## src/wdrs_defines.vh

```
// Register map, field positions, reset values and timing for the watchdog.
`ifndef WDRS_DEFINES_VH
`define WDRS_DEFINES_VH

// Register byte addresses on the APB bus.
`define WDRS_ADDR_RESET_CAUSE      12'h054
`define WDRS_ADDR_WDOG_CTRL        12'h060

// Reset cause flag positions.
`define WDRS_BIT_POWER_ON          0
`define WDRS_BIT_PIN_RESET         1
`define WDRS_BIT_BROWNOUT          2
`define WDRS_BIT_WATCHDOG          3
`define WDRS_BIT_DEBUG_PORT        4

// Watchdog control and status field positions.
`define WDRS_BIT_PRESC0            0
`define WDRS_BIT_PRESC1            1
`define WDRS_BIT_PRESC2            2
`define WDRS_BIT_ENABLE            3
`define WDRS_BIT_CHANGE_EN         4
`define WDRS_BIT_PRESC3            5
`define WDRS_BIT_INT_ENABLE        6
`define WDRS_BIT_INT_FLAG          7

// Reset values.
`define WDRS_RST_RESET_CAUSE       8'h01
`define WDRS_RST_PRESCALER         4'h0

// Prescaler codes and the base timeout of the shortest setting.
`define WDRS_PRESC_MAX             4'h9
`define WDRS_BASE_TICKS            21'h000800

// Timing: system clock, oscillator rate and change window.
`define WDRS_CLK_HZ                25000000
`define WDRS_OSC_HZ                128000
`define WDRS_CHANGE_CYCLES         3'h4

`endif

```

## src/wdrs_top.v

```verilog
// Watchdog timer with reset-cause flags behind an APB register slave.
`timescale 1ns/1ps
`include "wdrs_defines.vh"

// Functional notes
// - Debug-port reset sets flag; POR or zero-write clears
// - Watchdog reset sets flag; POR or zero-write clears
// - Brown-out reset sets flag; POR or zero-write clears
// - Pin reset sets flag; POR or zero-write clears
// - Power-on sets flag; only zero-write clears it
// - Timeout in interrupt operation sets interrupt flag
// - Vector execution or one-write clears interrupt flag
// - Interrupt requested when global, enable, flag set
// - Enable bits select stopped/interrupt/reset/both modes
// - Vector in combined mode clears enable and flag
// - Unserviced interrupt in combined mode gives reset at next timeout
// - Programmed fuse forces system reset mode
// - Change enable self-clears after four clock cycles
// - Enable clear, prescaler change need change enable
// - Timer runs while enabled, stops when disabled
// - Watchdog reset flag forces enable bit high
// - Prescaler codes 0..9 give 2k to 1024k cycles
// - Timeout counted in 128 kHz oscillator ticks
// - Restart instruction restarts the watchdog counter
// - Reset-mode timeout gives one-cycle reset pulse
module wdrs_top #(
   parameter CLK_HZ = `WDRS_CLK_HZ,
   parameter OSC_HZ = `WDRS_OSC_HZ
) (
   input  wire        clk_i,
   input  wire        resetn_i,
   // APB slave.
   input  wire        psel_i,
   input  wire        penable_i,
   input  wire        pwrite_i,
   input  wire [11:0] paddr_i,
   input  wire [31:0] pwdata_i,
   output wire [31:0] prdata_o,
   output wire        pready_o,
   output wire        pslverr_o,
   // Processor side.
   input  wire        restart_i,
   input  wire        vector_ack_i,
   input  wire        global_int_en_i,
   output wire        timeout_irq_o,
   output wire        wdog_reset_o,
   // Reset sources and fuse from outside the clock domain.
   input  wire        always_on_fuse_i,
   input  wire        brownout_rst_i,
   input  wire        pin_rst_i,
   input  wire        debug_rst_i
);

   // Oscillator divider length, rounded down to whole system cycles.
   // The quotient is formed at full integer width and then cut to the
   // eight bits that the divider holds. A system clock faster than 256
   // oscillator periods would need a wider divider.
   localparam integer OSC_DIV_FULL = CLK_HZ / OSC_HZ;
   localparam [7:0]   OSC_DIV      = OSC_DIV_FULL[7:0];
   // Reset image of the cause flags, kept whole so it can be sliced.
   localparam [7:0]   RST_CAUSE    = `WDRS_RST_RESET_CAUSE;

   // Synchronisers for all asynchronous inputs, two stages each.
   reg  [3:0] sync1_r;
   reg  [3:0] sync2_r;
   wire       fuse_prog;
   wire       brownout_ev;
   wire       pin_ev;
   wire       debug_ev;

   always @(posedge clk_i or negedge resetn_i) begin
      // Both stages reset to the idle levels: fuse unprogrammed and no
      // source asserted. Any other value would fake a reset cause or a
      // programmed fuse in the first cycles after power-on.
      if (!resetn_i) begin
         sync1_r <= 4'h8;
         sync2_r <= 4'h8;
      end else begin
         sync1_r <= {always_on_fuse_i, brownout_rst_i, pin_rst_i,
                     debug_rst_i};
         sync2_r <= sync1_r;
      end
   end

   // The fuse reads zero when programmed; reset sources are high-active.
   assign fuse_prog   = ~sync2_r[3];
   assign brownout_ev = sync2_r[2];
   assign pin_ev      = sync2_r[1];
   assign debug_ev    = sync2_r[0];

   // Register layout and behaviour in brief.
   //
   // The reset cause register keeps one sticky flag per reset source.
   // Each flag is set by its source and cleared by writing a zero to
   // it; writing a one leaves the flag as it is. The power-on flag is
   // the only one that survives the block's own reset, because that
   // reset is the power-on event itself.
   //
   // The control register holds the interrupt flag, the interrupt
   // enable, the watchdog enable, the change enable and the four-bit
   // prescaler, whose top bit sits apart from the lower three.
   //
   // Mode selection follows the two enable bits: none stops the
   // counter, the interrupt enable alone gives interrupt mode, the
   // enable alone gives reset mode and both give the combined mode.
   // A programmed fuse overrides both bits and forces reset mode, so
   // a runaway program cannot switch the watchdog off.
   //
   // The change enable opens a short window in which the enable may be
   // cleared and the prescaler changed. Outside the window such writes
   // are ignored, which protects the watchdog from stray stores. The
   // window closes by itself after four system clock cycles, or at the
   // next control write that leaves the change enable bit low.
   //
   // The counter advances once per oscillator tick. The tick comes from
   // a divider of the system clock, so the timeout is exact in ticks
   // but the tick period is rounded to whole system cycles; software
   // that needs an exact time must allow for that rounding.
   //
   // A timeout in reset mode produces a one-cycle reset pulse and sets
   // the watchdog flag. While that flag is set the enable is pinned
   // high, so a failing program keeps being reset until it clears the
   // flag on purpose.
   //
   // Register state.
   reg  [4:0]  cause_r;
   reg  [4:0]  cause_nxt;
   reg         int_flag_r;
   reg         int_flag_nxt;
   reg         int_en_r;
   reg         int_en_nxt;
   reg         enable_r;
   reg         enable_nxt;
   reg         chg_en_r;
   reg         chg_en_nxt;
   reg  [2:0]  chg_cnt_r;
   reg  [2:0]  chg_cnt_nxt;
   reg  [3:0]  presc_r;
   reg  [3:0]  presc_nxt;
   reg  [31:0] prdata_r;
   reg  [7:0]  div_r;
   reg  [20:0] tick_cnt_r;
   reg         wdog_reset_r;

   // Bus decode; the slave answers every access without wait states.
   wire        setup     = psel_i & ~penable_i;
   wire        access    = psel_i & penable_i;
   wire        hit_cause = (paddr_i == `WDRS_ADDR_RESET_CAUSE);
   wire        hit_ctrl  = (paddr_i == `WDRS_ADDR_WDOG_CTRL);
   wire        wr_cause  = access & pwrite_i & hit_cause;
   wire        wr_ctrl   = access & pwrite_i & hit_ctrl;

   assign pready_o  = 1'b1;
   assign pslverr_o = access & ~hit_cause & ~hit_ctrl;
   assign prdata_o  = prdata_r;

   // Effective mode: the programmed fuse locks reset-only operation.
   wire eff_enable = enable_r | fuse_prog;
   wire eff_int_en = int_en_r & ~fuse_prog;
   wire running    = eff_enable | eff_int_en;

   // Timeout length; codes above nine behave as the longest setting.
   wire [3:0]  presc_eff = (presc_r > `WDRS_PRESC_MAX) ?
                           `WDRS_PRESC_MAX : presc_r;
   wire [20:0] limit     = `WDRS_BASE_TICKS << presc_eff;

   wire osc_tick = (div_r == OSC_DIV - 8'h01);
   wire timeout  = running & osc_tick &
                   (tick_cnt_r >= limit - 21'h000001);

   // Timeout action by mode. Interrupt-only mode sets the flag; reset
   // mode resets; the combined mode resets only when the earlier
   // interrupt is still pending.
   wire to_irq   = timeout & eff_int_en &
                   ~(eff_enable & int_flag_r);
   wire to_reset = timeout & eff_enable &
                   (~eff_int_en | int_flag_r);

   // Oscillator tick divider. It runs freely so ticks keep an even pace.
   always @(posedge clk_i or negedge resetn_i) begin
      if (!resetn_i) begin
         div_r <= 8'h00;
      end else if (osc_tick) begin
         div_r <= 8'h00;
      end else begin
         div_r <= div_r + 8'h01;
      end
   end

   // Timeout counter. A stopped watchdog holds it at zero so that a
   // later enable starts a full period.
   always @(posedge clk_i or negedge resetn_i) begin
      if (!resetn_i) begin
         tick_cnt_r <= 21'h000000;
      end else if (!running || restart_i || timeout) begin
         tick_cnt_r <= 21'h000000;
      end else if (osc_tick) begin
         tick_cnt_r <= tick_cnt_r + 21'h000001;
      end
   end

   // Reset pulse of exactly one system clock cycle.
   always @(posedge clk_i or negedge resetn_i) begin
      if (!resetn_i) begin
         wdog_reset_r <= 1'b0;
      end else begin
         wdog_reset_r <= to_reset;
      end
   end

   assign wdog_reset_o  = wdog_reset_r;
   assign timeout_irq_o = global_int_en_i & eff_int_en &
                          int_flag_r;

   // Reset-cause flags. A write may clear flags, but an event arriving
   // in the same cycle wins, so no cause is ever lost.
   always @* begin
      cause_nxt = cause_r;
      if (wr_cause) begin
         cause_nxt = cause_r & pwdata_i[4:0];
      end
      if (debug_ev) begin
         cause_nxt[`WDRS_BIT_DEBUG_PORT] = 1'b1;
      end
      if (to_reset) begin
         cause_nxt[`WDRS_BIT_WATCHDOG] = 1'b1;
      end
      if (brownout_ev) begin
         cause_nxt[`WDRS_BIT_BROWNOUT] = 1'b1;
      end
      if (pin_ev) begin
         cause_nxt[`WDRS_BIT_PIN_RESET] = 1'b1;
      end
   end

   // Control register. Enable may always be set but only cleared under
   // change enable; the prescaler follows the same guard.
   always @* begin
      int_flag_nxt = int_flag_r;
      int_en_nxt   = int_en_r;
      enable_nxt   = enable_r;
      chg_en_nxt   = chg_en_r;
      chg_cnt_nxt  = chg_cnt_r;
      presc_nxt    = presc_r;
      if (chg_en_r) begin
         chg_cnt_nxt = chg_cnt_r + 3'h1;
         if (chg_cnt_r == `WDRS_CHANGE_CYCLES - 3'h1) begin
            chg_en_nxt  = 1'b0;
            chg_cnt_nxt = 3'h0;
         end
      end
      if (wr_ctrl) begin
         if (pwdata_i[`WDRS_BIT_INT_FLAG]) begin
            int_flag_nxt = 1'b0;
         end
         int_en_nxt = pwdata_i[`WDRS_BIT_INT_ENABLE];
         if (pwdata_i[`WDRS_BIT_ENABLE]) begin
            enable_nxt = 1'b1;
         end else if (chg_en_r) begin
            enable_nxt = 1'b0;
         end
         if (chg_en_r) begin
            presc_nxt = {pwdata_i[`WDRS_BIT_PRESC3],
                         pwdata_i[`WDRS_BIT_PRESC2],
                         pwdata_i[`WDRS_BIT_PRESC1],
                         pwdata_i[`WDRS_BIT_PRESC0]};
         end
         if (pwdata_i[`WDRS_BIT_CHANGE_EN]) begin
            chg_en_nxt  = 1'b1;
            chg_cnt_nxt = 3'h0;
         end else begin
            chg_en_nxt  = 1'b0;
            chg_cnt_nxt = 3'h0;
         end
      end
      // Servicing the vector clears the flag; in the combined mode it
      // also drops the interrupt enable, leaving plain reset mode.
      if (vector_ack_i) begin
         int_flag_nxt = 1'b0;
         if (eff_enable) begin
            int_en_nxt = 1'b0;
         end
      end
      if (to_irq) begin
         int_flag_nxt = 1'b1;
      end
      // The watchdog reset flag pins enable high until it is cleared.
      // Looking at the next value too closes the one-cycle gap at the
      // edge where the flag is being set.
      if (cause_r[`WDRS_BIT_WATCHDOG] ||
          cause_nxt[`WDRS_BIT_WATCHDOG]) begin
         enable_nxt = 1'b1;
      end
   end

   // State registers. Power-on reset leaves only its own flag set.
   always @(posedge clk_i or negedge resetn_i) begin
      if (!resetn_i) begin
         cause_r    <= RST_CAUSE[4:0];
         int_flag_r <= 1'b0;
         int_en_r   <= 1'b0;
         enable_r   <= 1'b0;
         chg_en_r   <= 1'b0;
         chg_cnt_r  <= 3'h0;
         presc_r    <= `WDRS_RST_PRESCALER;
      end else begin
         cause_r    <= cause_nxt;
         int_flag_r <= int_flag_nxt;
         int_en_r   <= int_en_nxt;
         enable_r   <= enable_nxt;
         chg_en_r   <= chg_en_nxt;
         chg_cnt_r  <= chg_cnt_nxt;
         presc_r    <= presc_nxt;
      end
   end

   // Read data is captured in the setup cycle and stands through the
   // access cycle. Reads show the effective, fuse-locked enable bits.
   always @(posedge clk_i or negedge resetn_i) begin
      if (!resetn_i) begin
         prdata_r <= 32'h00000000;
      end else if (setup) begin
         if (hit_cause) begin
            prdata_r <= {27'h0000000, cause_r};
         end else if (hit_ctrl) begin
            prdata_r <= {24'h000000, int_flag_r, eff_int_en, presc_r[3],
                         chg_en_r, eff_enable, presc_r[2:0]};
         end else begin
            prdata_r <= 32'h00000000;
         end
      end
   end

endmodule // wdrs_top

```

## config.mk

```make
export PLATFORM = sky130hd
export DESIGN_NAME = wdrs_top
export DESIGN_NICKNAME = d
export VERILOG_FILES = /design/src/wdrs_top.v
export VERILOG_INCLUDE_DIRS = /design/src /design/src/src
export SDC_FILE = /design/constraint.sdc
export NUM_CORES = 1
export LEC_CHECK = 0
export BUFFER_PORTS_ARGS = -buffer_cell sky130_fd_sc_hd__buf_2
export CAP_MARGIN = 20
export CELL_PAD_IN_SITES_DETAIL_PLACEMENT = 0
export CELL_PAD_IN_SITES_GLOBAL_PLACEMENT = 1
export CORE_AREA = 10 10 101 103
export CTS_CLUSTER_DIAMETER = 150
export DETAILED_ROUTE_END_ITERATION = 10
export DIE_AREA = 0 0 111 113
export PLACE_DENSITY = 0.86
export REMOVE_ABC_BUFFERS = 1
export SLEW_MARGIN = 30
export SYNTH_ARGS = -nofsm -noshare
export SYNTH_HDL_FRONTEND = slang
export SYNTH_SLANG_ARGS = --single-unit
```

## constraint.sdc

```tcl
create_clock -name clk_i -period 5.5 [get_ports clk_i]
set_clock_uncertainty 0.05 [all_clocks]
set_input_delay 0.55 -clock clk_i [delete_from_list [all_inputs] [get_ports clk_i]]
set_output_delay 0.55 -clock clk_i [all_outputs]
set_load 0.01 [all_outputs]
```

* After elaboration in Yosys (flattened, before gate mapping)
Index checks and enable logic that the tools add are counted.
** Word-level totals
- Output and inout bits :: 36
- Register bits after elaboration :: 86
** Operators by class
- Mux-type cells :: 29
- Bitwise logic cells :: 27
- Reductions and logical operators :: 16
- Shift-type cells :: 1
- $lt $le $gt $ge :: 2
- Add/sub/neg operators :: 4
- Equal/unequal tests :: 4
** Operators with widths (count)
- $mux W21 :: 2
- $eq A12 B7 Y1 const B :: 2
- $mux W8 :: 3
- $add A21 B1 Y21 const B :: 1
- $ge A21 B21 Y1 :: 1
- $shl A12 B4 Y21 const A :: 1
- $sub A21 B1 Y21 const B :: 1
- $mux W1 :: 19
- $and A1 B1 Y1 :: 17
- $reduce_bool A2 Y1 :: 6
- $mux W3 :: 3
- $reduce_bool A3 Y1 :: 3
- $add A8 B1 Y8 const B :: 1
- $eq A8 B8 Y1 const B :: 1
- $not A1 Y1 :: 6
- $reduce_and A2 Y1 :: 3
- $and A5 B5 Y5 :: 1
- $mux W5 :: 1
- $gt A4 B4 Y1 const B :: 1
- $mux W4 :: 1
- $add A3 B1 Y3 const B :: 1
- $eq A3 B2 Y1 const B :: 1
- $logic_or A1 B1 Y1 :: 3
- $or A1 B1 Y1 :: 3
- $logic_not A1 Y1 :: 1

* Depth between registers and ports, before layout
Gate-level depths: netlist (run 1).
- Depth after elaboration :: 12
- Mapped depth :: 14

* Least setup slack after synthesis (run 1)
OpenSTA, ideal clock, no wires.
- Path kind :: reg2reg
- Start :: reg presc_r[3]
- End :: reg tick_cnt_r[11]
- Path slack :: 2.655 ns
- Clock period less this slack :: 2.845 ns
- Path buffers :: 1
- Arrival :: 2.673 ns
- Cell stages (with the launch flop) :: 14
- Setup time :: 0.121 ns
- Cells stage by stage :: dfrtp_1 > nor2_1 > nand3b_1 > ha_1 > nor3_1 > a21o_1 > a32oi_1 > ha_1 > nand4_1 > nor4_1 > a211oi_1 > a31oi_2 > buf_2 > nor2_1
** Between the ends
- Cells in the longest elaborated chain, start to end :: 8
** Ends and longest elaborated chain
- start, declared :: RTL line wdrs_top.v:138 : reg [3:0] presc_r;
- start signal, assigned :: RTL line wdrs_top.v:305 : presc_r <= `WDRS_RST_PRESCALER;
- start signal, assigned :: RTL line wdrs_top.v:313 : presc_r <= presc_nxt;
- $gt A4 B4 Y1 (no line)
- $mux W4 (*) :: RTL line wdrs_top.v:163 : wire [3:0] presc_eff = (presc_r > `WDRS_PRESC_MAX) ?
- $shl A12 B4 Y21 (no line) (*)
- $sub A21 B1 Y21 (*) :: RTL line wdrs_top.v:169 : (tick_cnt_r >= limit - 21'h000001);
- $ge A21 B21 Y1 (*) :: RTL line wdrs_top.v:169
- $and A1 B1 Y1 (*) :: RTL line wdrs_top.v:168 : wire timeout = running & osc_tick &
- $logic_or A1 B1 Y1 (*) :: RTL line wdrs_top.v:195 : end else if (!running || restart_i || timeout) begin
- $mux W21 / $reduce_bool A2 Y1 (equally long branches)
- end signal, assigned :: RTL line wdrs_top.v:198 : tick_cnt_r <= tick_cnt_r + 21'h000001;
- end, declared :: RTL line wdrs_top.v:142 : reg [20:0] tick_cnt_r;
Mark *: on every way between the ends. The rest lies on a longest branch, timed or not.
A chain may end at the register's enable or synchronous reset.

* Worst setup path in the final report (run 1)
- Start :: reg presc_r[3]
- End :: reg tick_cnt_r[7]
Same word-level chain as after synthesis.

==> results of run 1 <==
==> kinds of logic after synthesis <==
kind of cell               synth area share, %
adders and majority gates                 5.47
xor gates and xnor gates                  6.64
buffers and inverters                     8.68
DFF                                       45.3
muxes                                     2.19
and+or+nand+nor                           18.3
AOI/OAI and AO/OA                         13.2
other                                    0.219
==> layer usage <==
| metal | GRT usage (%) | up-vias | share of wire [%] |
|---|---|---|---|
| met2 | 19.2 | 61 | 49 |
| met5 | 0 | - | 0 |
| met1 | 13.8 | 1222 | 43 |
| met4 | 5.21 | 0 | 1.9 |
| met3 | 4.12 | 9 | 6.3 |
| li1 | - | 1246 | - |
==> final cells by class <==
class	instances	area, sq um
sequential	62	1560
tap	105	131
timing repair buffer	44	225
multi-input combinational	258	1680
inverter	10	37.5
fill	753	4310
clock inverter	4	45.0
clock buffer	12	155
==> worst max-delay path: stages (launching register included) <==
cell and delay, ns:
dfrtp_1 0.46, nor2_1 0.30, nand3b_1 0.12, ha_1 0.27
nor3_1 0.15, a21o_1 0.10, a32oi_1 0.09, ha_1 0.29
nand4_1 0.13, nor4_1 0.30, a211oi_1 0.18, a31oi_4 0.49
nor2_1 0.12
==> registers in the layout (all words and copies together) (netlist names) <==
name / cells
int_en_r: 1
tick_cnt_r: 21
div_r: 8
enable_r: 1
sync1_r: 4
prdata_o: 8
chg_cnt_r: 3
chg_en_r: 1
wdog_reset_o: 1
sync2_r: 4
cause_r: 5
int_flag_r: 1
presc_r: 4
==> stage by stage <==
stage	total power [mW]	area, sq um	worst slack [ns]	instances	hold WS [ns]
5_1_grt	0.956	3830	2.00	495	0.238
3_5_place_dp	0.518	3620	2.06	479	0.286
2_1_floorplan	0.491	3260	2.66	330	0.204
3_3_place_gp	0.517	3620	2.12	479	0.282
6_report	0.918	3830	2.30	495	0.254
4_1_cts	0.924	3820	2.03	495	0.249
==> path summary, 6_finish.rpt <==
path	slack, ns	to
max	2.30	tick_cnt_r[7]
min	0.25	sync1_r[3]
max reg2reg	2.30	tick_cnt_r[7]
min reg2reg	0.30	sync2_r[2]
max in group asynchronous	4.57	tick_cnt_r[14]
min in group asynchronous	0.30	tick_cnt_r[16]
==> layout by cell type (no fill, tap or decap), types with 2 or more instances in the layout <==
cell type,synthesis,final
nand3b_1,2,2
o31ai_1,2,2
nor2_1,29,29
o21ai_0,19,19
clkinv_2,0,3
xor2_1,5,5
mux2_2,4,4
a21o_1,2,2
ha_1,15,15
nand2b_1,8,8
nand2_1,31,31
mux2i_1,3,3
a211oi_1,6,6
or2_2,2,2
xnor2_1,21,21
a21oi_1,12,12
clkbuf_8,0,11
and4_1,4,4
nor3_1,6,6
a22oi_1,5,5
buf_2,4,42
inv_1,10,10
nand4_1,7,7
dfrtp_1,59,59
a21boi_0,2,2
and3_1,2,2
buf_4,25,2
dfstp_2,3,3
a2111oi_0,11,11
conb_1,2,26
and2_1,5,5
nand3_1,12,12
==> where the power goes <==
group / internal (mW) / switching (mW) / total [mW] / leakage, nW
combinational: 0.0142 / 0.0329 / 0.0472 / 0.784
sequential: 0.460 / 0.00189 / 0.462 / 0.812
clock: 0.232 / 0.176 / 0.408 / 0.106
total: 0.706 / 0.211 / 0.918 / 1.70
==> flow_metrics.env, run 1 <==
export IMPL_outcome="completed"
export IMPL_p_leak_nw=1.70
export IMPL_grt_pass1_wl_um=12400
export IMPL_yosysSeqAreaShare_pct=45.3
export IMPL_synth_seq_cells=62
export IMPL_drt_wl_total_um=7300
export IMPL_die_h_um=113
export IMPL_p_per_area_mw_per_mm2=240
export IMPL_crit_path_max_fanout=19
export IMPL_synth_largest_area_cell="dfrtp_1"
export IMPL_fin_nets=456
export IMPL_ys_flop_type="dfrtp_1"
export IMPL_hold_path_cell_count=1
export IMPL_crit_path_start_kind="flop"
export IMPL_die_x_um=111
export IMPL_drv_cap=0
export IMPL_tightest_slew_ns=0.779
export IMPL_synth_distinct_cells=49
export IMPL_first_global_vias=2573
export IMPL_synth_edf_count=0
export IMPL_criticalPathCategory="flop to flop"
export IMPL_slew_headroom_pct=48.1
export IMPL_hold_start="always_on_fuse_i"
export IMPL_dr_total_vias=2538
export IMPL_antenna_found_initial=0
export IMPL_yosysMostFrequentCell="dfrtp_1"
export IMPL_wl_per_cell_um=14.7
export IMPL_diodes=0
export IMPL_cts_inserted_buffers=9
export IMPL_dp_hpwl_um=5180
export IMPL_first_pass_iters=4
export IMPL_yosys_warnings=0
export IMPL_final_core_util_pct=47.1
export IMPL_drive_gt1_share_pct=19.7
export IMPL_cts_resized_gates=0
export IMPL_dieArea_sq_mm=0.0125
export IMPL_async_flop_share_pct=100
export IMPL_insertion_delay_ns=0.34
export IMPL_drcViolationCount=0
export IMPL_fin_tns_setup_ns=0
export IMPL_cts_buffer_depth=2
export IMPL_start_util_pct=42.2
export IMPL_reg2reg_depth=12
export IMPL_path_clk_slew_ns=0.07
export IMPL_irDropWorstVdd_mv=0.0997
export IMPL_rsz0062_at_grt="false"
export IMPL_cts_root_buf="clkbuf_8"
export IMPL_synth_area_leaders="dfrtp_1 43%, buf_4 5.5%, ha_1 5.5%, xnor2_1 5.4%, nand2_1 3.4%"
export IMPL_grt_max_degree=63
export IMPL_timing_rr_start="presc_r[3]"
export IMPL_synth_common_cells="59 x dfrtp_1, 31 x nand2_1, 29 x nor2_1, 25 x buf_4, 21 x xnor2_1"
export IMPL_maxClockFrequency_mhz=313
export IMPL_ctsHoldBuffers=0
export IMPL_hold_class="input pin to flop"
export IMPL_viasPerCell=5.13
export IMPL_gp_congestion=0.763
export IMPL_synthCells=345
export IMPL_arrival_ns=3.35
export IMPL_setup_viol=0
export IMPL_period_needed_ns=3.20
export IMPL_htreeDepth=3
export IMPL_area_growth_pct=11.5
export IMPL_final_hold_violation_count=0
export IMPL_timing_final_max_slew_violations=0
export IMPL_cts_tree="built"
export IMPL_synth_top_area_share_pct=43.0
export IMPL_clkSinkCount=62
export IMPL_ant_nets=0
export IMPL_startpoint="presc_r[3]"
export IMPL_io_buffers=42
export IMPL_postCtsSetupBuffers=0
export IMPL_overflow=0
export IMPL_track_usage_pct=11.8
export IMPL_period_share_pct=58.2
export IMPL_netlist_area_sq_mm=0.00343
export IMPL_coreArea_sq_mm=0.00813
export IMPL_io_pins=92
export IMPL_rows=33
export IMPL_required_ns=5.65
export IMPL_cp_end_kind="flop"
export IMPL_avgSynthCellArea_sq_um=9.95
export IMPL_drtIter0Drc=107
Note: power is estimated with default switching activity, not from simulation.
==> run 2: changes to the inputs <==
--- a/config.mk
+++ b/config.mk
@@ -10,11 +10,11 @@
 export CAP_MARGIN = 20
 export CELL_PAD_IN_SITES_DETAIL_PLACEMENT = 0
 export CELL_PAD_IN_SITES_GLOBAL_PLACEMENT = 1
-export CORE_AREA = 10 10 101 103
+export CORE_AREA = 10 10 104 106
 export CTS_CLUSTER_DIAMETER = 150
 export DETAILED_ROUTE_END_ITERATION = 10
-export DIE_AREA = 0 0 111 113
-export PLACE_DENSITY = 0.86
+export DIE_AREA = 0 0 114 116
+export PLACE_DENSITY = 0.82
 export REMOVE_ABC_BUFFERS = 1
 export SLEW_MARGIN = 30
 export SYNTH_ARGS = -nofsm -noshare
==> constraint.sdc (replaced) <==
create_clock -name clk_i -period 3.1 [get_ports clk_i]
set_clock_uncertainty 0.05 [all_clocks]
set_input_delay 0.31 -clock clk_i [delete_from_list [all_inputs] [get_ports clk_i]]
set_output_delay 0.31 -clock clk_i [all_outputs]
set_load 0.01 [all_outputs]
==> run 2 against run 1 <==
Maximum frequency grew 14%. Non-clock buffer count grew 8. Sequential power grew 78%. Combinational power grew 94%. Register-to-register slack lost 2.0 ns. Highest routed layer unchanged. Routed wire length grew 0.47%. Critical path depth grew 1. Largest cell class unchanged. Global-route usage shrank 0.30 points.
==> flow_metrics.env, run 2 (synthesized netlist as in run 1, its figures left out) <==
export IMPL_outcome="completed"
export IMPL_maxClockFrequency_mhz=356
export IMPL_drv_cap=0
export IMPL_reg2reg_depth=13
export IMPL_final_hold_violation_count=0
export IMPL_diodes=0
export IMPL_grt_max_degree=44
export IMPL_cp_cell_sequence="nor2_2, nand3b_1, ha_1, nor3_1, a21o_1, a32oi_1, ha_1, nand4_1, nor3_1, a211oi_2, a31oi_2, buf_12, nor2_1"
export IMPL_power_frac_clock_pct=39.9
export IMPL_irDropWorstVdd_mv=0.148
export IMPL_insertion_delay_ns=0.35
export IMPL_cp_end_kind="flop"
export IMPL_fin_nets=464
export IMPL_io_buffers=42
export IMPL_place_ws_ns=0.183
export IMPL_drcViolationCount=0
export IMPL_p_comb_share_pct=6.1
export IMPL_largest_reg_flops=21
export IMPL_hold_class="input pin to flop"
export IMPL_criticalPathCategory="flop to flop"
export IMPL_grt_pass1_wl_um=12400
export IMPL_path_delay_family="simple AND/OR/NAND/NOR gates"
export IMPL_overflow=0
export IMPL_drive_gt1_share_pct=20.6
export IMPL_cts_tree="built"
export IMPL_htreeDepth=3
export IMPL_hold_slack_ns=0.0206
export IMPL_dp_hpwl_um=5430
export IMPL_first_global_vias=2561
export IMPL_p_sw_mw=0.358
export IMPL_crit_cells=13
export IMPL_crit_path_max_fanout=19
export IMPL_slowest_delay_ns=0.45
export IMPL_start_util_pct=39.5
export IMPL_n_fill_cell=868
export IMPL_dr_total_vias=2564
export IMPL_timing_rr_start="presc_r[2]"
export IMPL_slew_headroom_pct=64.3
export IMPL_cts_inserted_buffers=9
export IMPL_drt_wl_total_um=7330
export IMPL_cts_buffer_depth=2
export IMPL_die_x_um=114
export IMPL_area_growth_pct=13.2
export IMPL_ant_nets=0
export IMPL_gp_congestion=0.768
export IMPL_slowest_stage="dfrtp_1"
export IMPL_wl_per_cell_um=14.5
export IMPL_setup_ws_ns=0.290
export IMPL_area_sequential_sq_mm=0.00156
export IMPL_final_cell_mix="59 x dfrtp_1, 42 x buf_2, 31 x nand2_1, 28 x nor2_1, 26 x conb_1"
export IMPL_cts_root_buf="clkbuf_8"
export IMPL_first_pass_iters=4
export IMPL_p_int_mw=1.16
export IMPL_track_usage_pct=11.5
export IMPL_tightest_slew_ns=0.522
export IMPL_sequentialPowerShare_pct=54.1
export IMPL_required_ns=3.28
export IMPL_arrival_ns=2.99
export IMPL_clkSinkCount=62
export IMPL_swShare_pct=23.6
export IMPL_period_needed_ns=2.81
export IMPL_multiInputGateArea_sq_mm=0.00169
export IMPL_p_per_area_mw_per_mm2=391
export IMPL_top_register="tick_cnt_r"
export IMPL_layout_commonest_cell="dfrtp_1"
export IMPL_startpoint="presc_r[2]"
export IMPL_rows=34
export IMPL_finalPower_mw=1.52
export IMPL_p_leak_nw=1.72
export IMPL_crit_buf_inv=1
export IMPL_timing_final_max_slew_violations=0
export IMPL_io_pins=92
export IMPL_final_core_util_pct=44.8
export IMPL_r2r_end="tick_cnt_r[11]"
export IMPL_crit_path_start_kind="flop"
export IMPL_drtIter0Drc=159
export IMPL_path_clk_slew_ns=0.06
export IMPL_antenna_found_initial=0
export IMPL_ff2ff_setup_slack_ns=0.29
export IMPL_period_share_pct=90.6
export IMPL_viasPerCell=5.07
export IMPL_setup_viol=0
export IMPL_crit_end="tick_cnt_r[11]"
export IMPL_die_h_um=116
export IMPL_dieArea_sq_mm=0.0132
export IMPL_coreArea_sq_mm=0.00868
run 2: cell type report:
cell class,count,area share (%)
clock inverter,2,0.258
inverter,10,0.966
timing repair buffer,52,7.92
sequential,62,40.0
tap,108,3.48
clock buffer,14,3.93
multi-input combinational,258,43.4
run 2: what timing repair did:
item	CTS	global route
setup buffers	0	0
hold buffers	2	2
gates resized for setup	0	4
endpoints found under the hold margin	20	2
setup endpoints to repair	0	24
run 2: how the worst min path moves through the flow:
| stage | slack (ns) | end | cells after the start | start |
|---|---|---|---|---|
| CTS | 0.0009 | sync1_r[3] | 1 | always_on_fuse_i |
| finish | 0.02 | sync1_r[0] | 1 | debug_rst_i |
| global placement | 0.23 | div_r[4] | 1 | resetn_i |
| global route | 0.006 | sync1_r[0] | 1 | debug_rst_i |
| floorplan | -0.04 | cause_r[1] | 0 | resetn_i |
| detailed placement | 0.24 | div_r[4] | 1 | resetn_i |
run 2: metrics by stage:
| stage | cell area [sq um] | cells | TNS (ns) |
|---|---|---|---|
| after global routing | 3880 | 506 | -0.0602 |
| after CTS | 3850 | 504 | 0 |
| after detailed placement | 3660 | 486 | 0 |
| after floorplan | 3260 | 330 | 0 |
| final | 3880 | 506 | 0 |
| after global placement | 3660 | 486 | 0 |
run 2: power groups by stage:
stage / registers (mW) / clock network (mW) / logic [mW]
final: 0.821 / 0.605 / 0.0918
after global routing: 0.821 / 0.672 / 0.106
after CTS: 0.820 / 0.634 / 0.0905
after detailed placement: 0.835 / 0 / 0.0883
after global placement: 0.835 / 0 / 0.0866
after floorplan: 0.835 / 0 / 0.0368
run 2: worst register-to-register path, delay by kind of cell, from the launching register on:
family,cells,cell delay (ns)
adders and majority gates,2,0.55
AOI/OAI and AO/OA,4,0.52
buffers and inverters,1,0.18
and+or+nand+nor,6,0.94
DFF,1,0.45
run 2: per-layer routing:
metal / share of wire, % / track usage [%] / up-vias / wire length (um)
li1: - / - / 1260 / -
met1: 43 / 14.0 / 1240 / 3160
met2: 50 / 18.4 / 54 / 3680
met3: 5.4 / 4.24 / 10 / 394
met4: 1.3 / 3.93 / 0 / 94
met5: 0 / 0 / - / 0
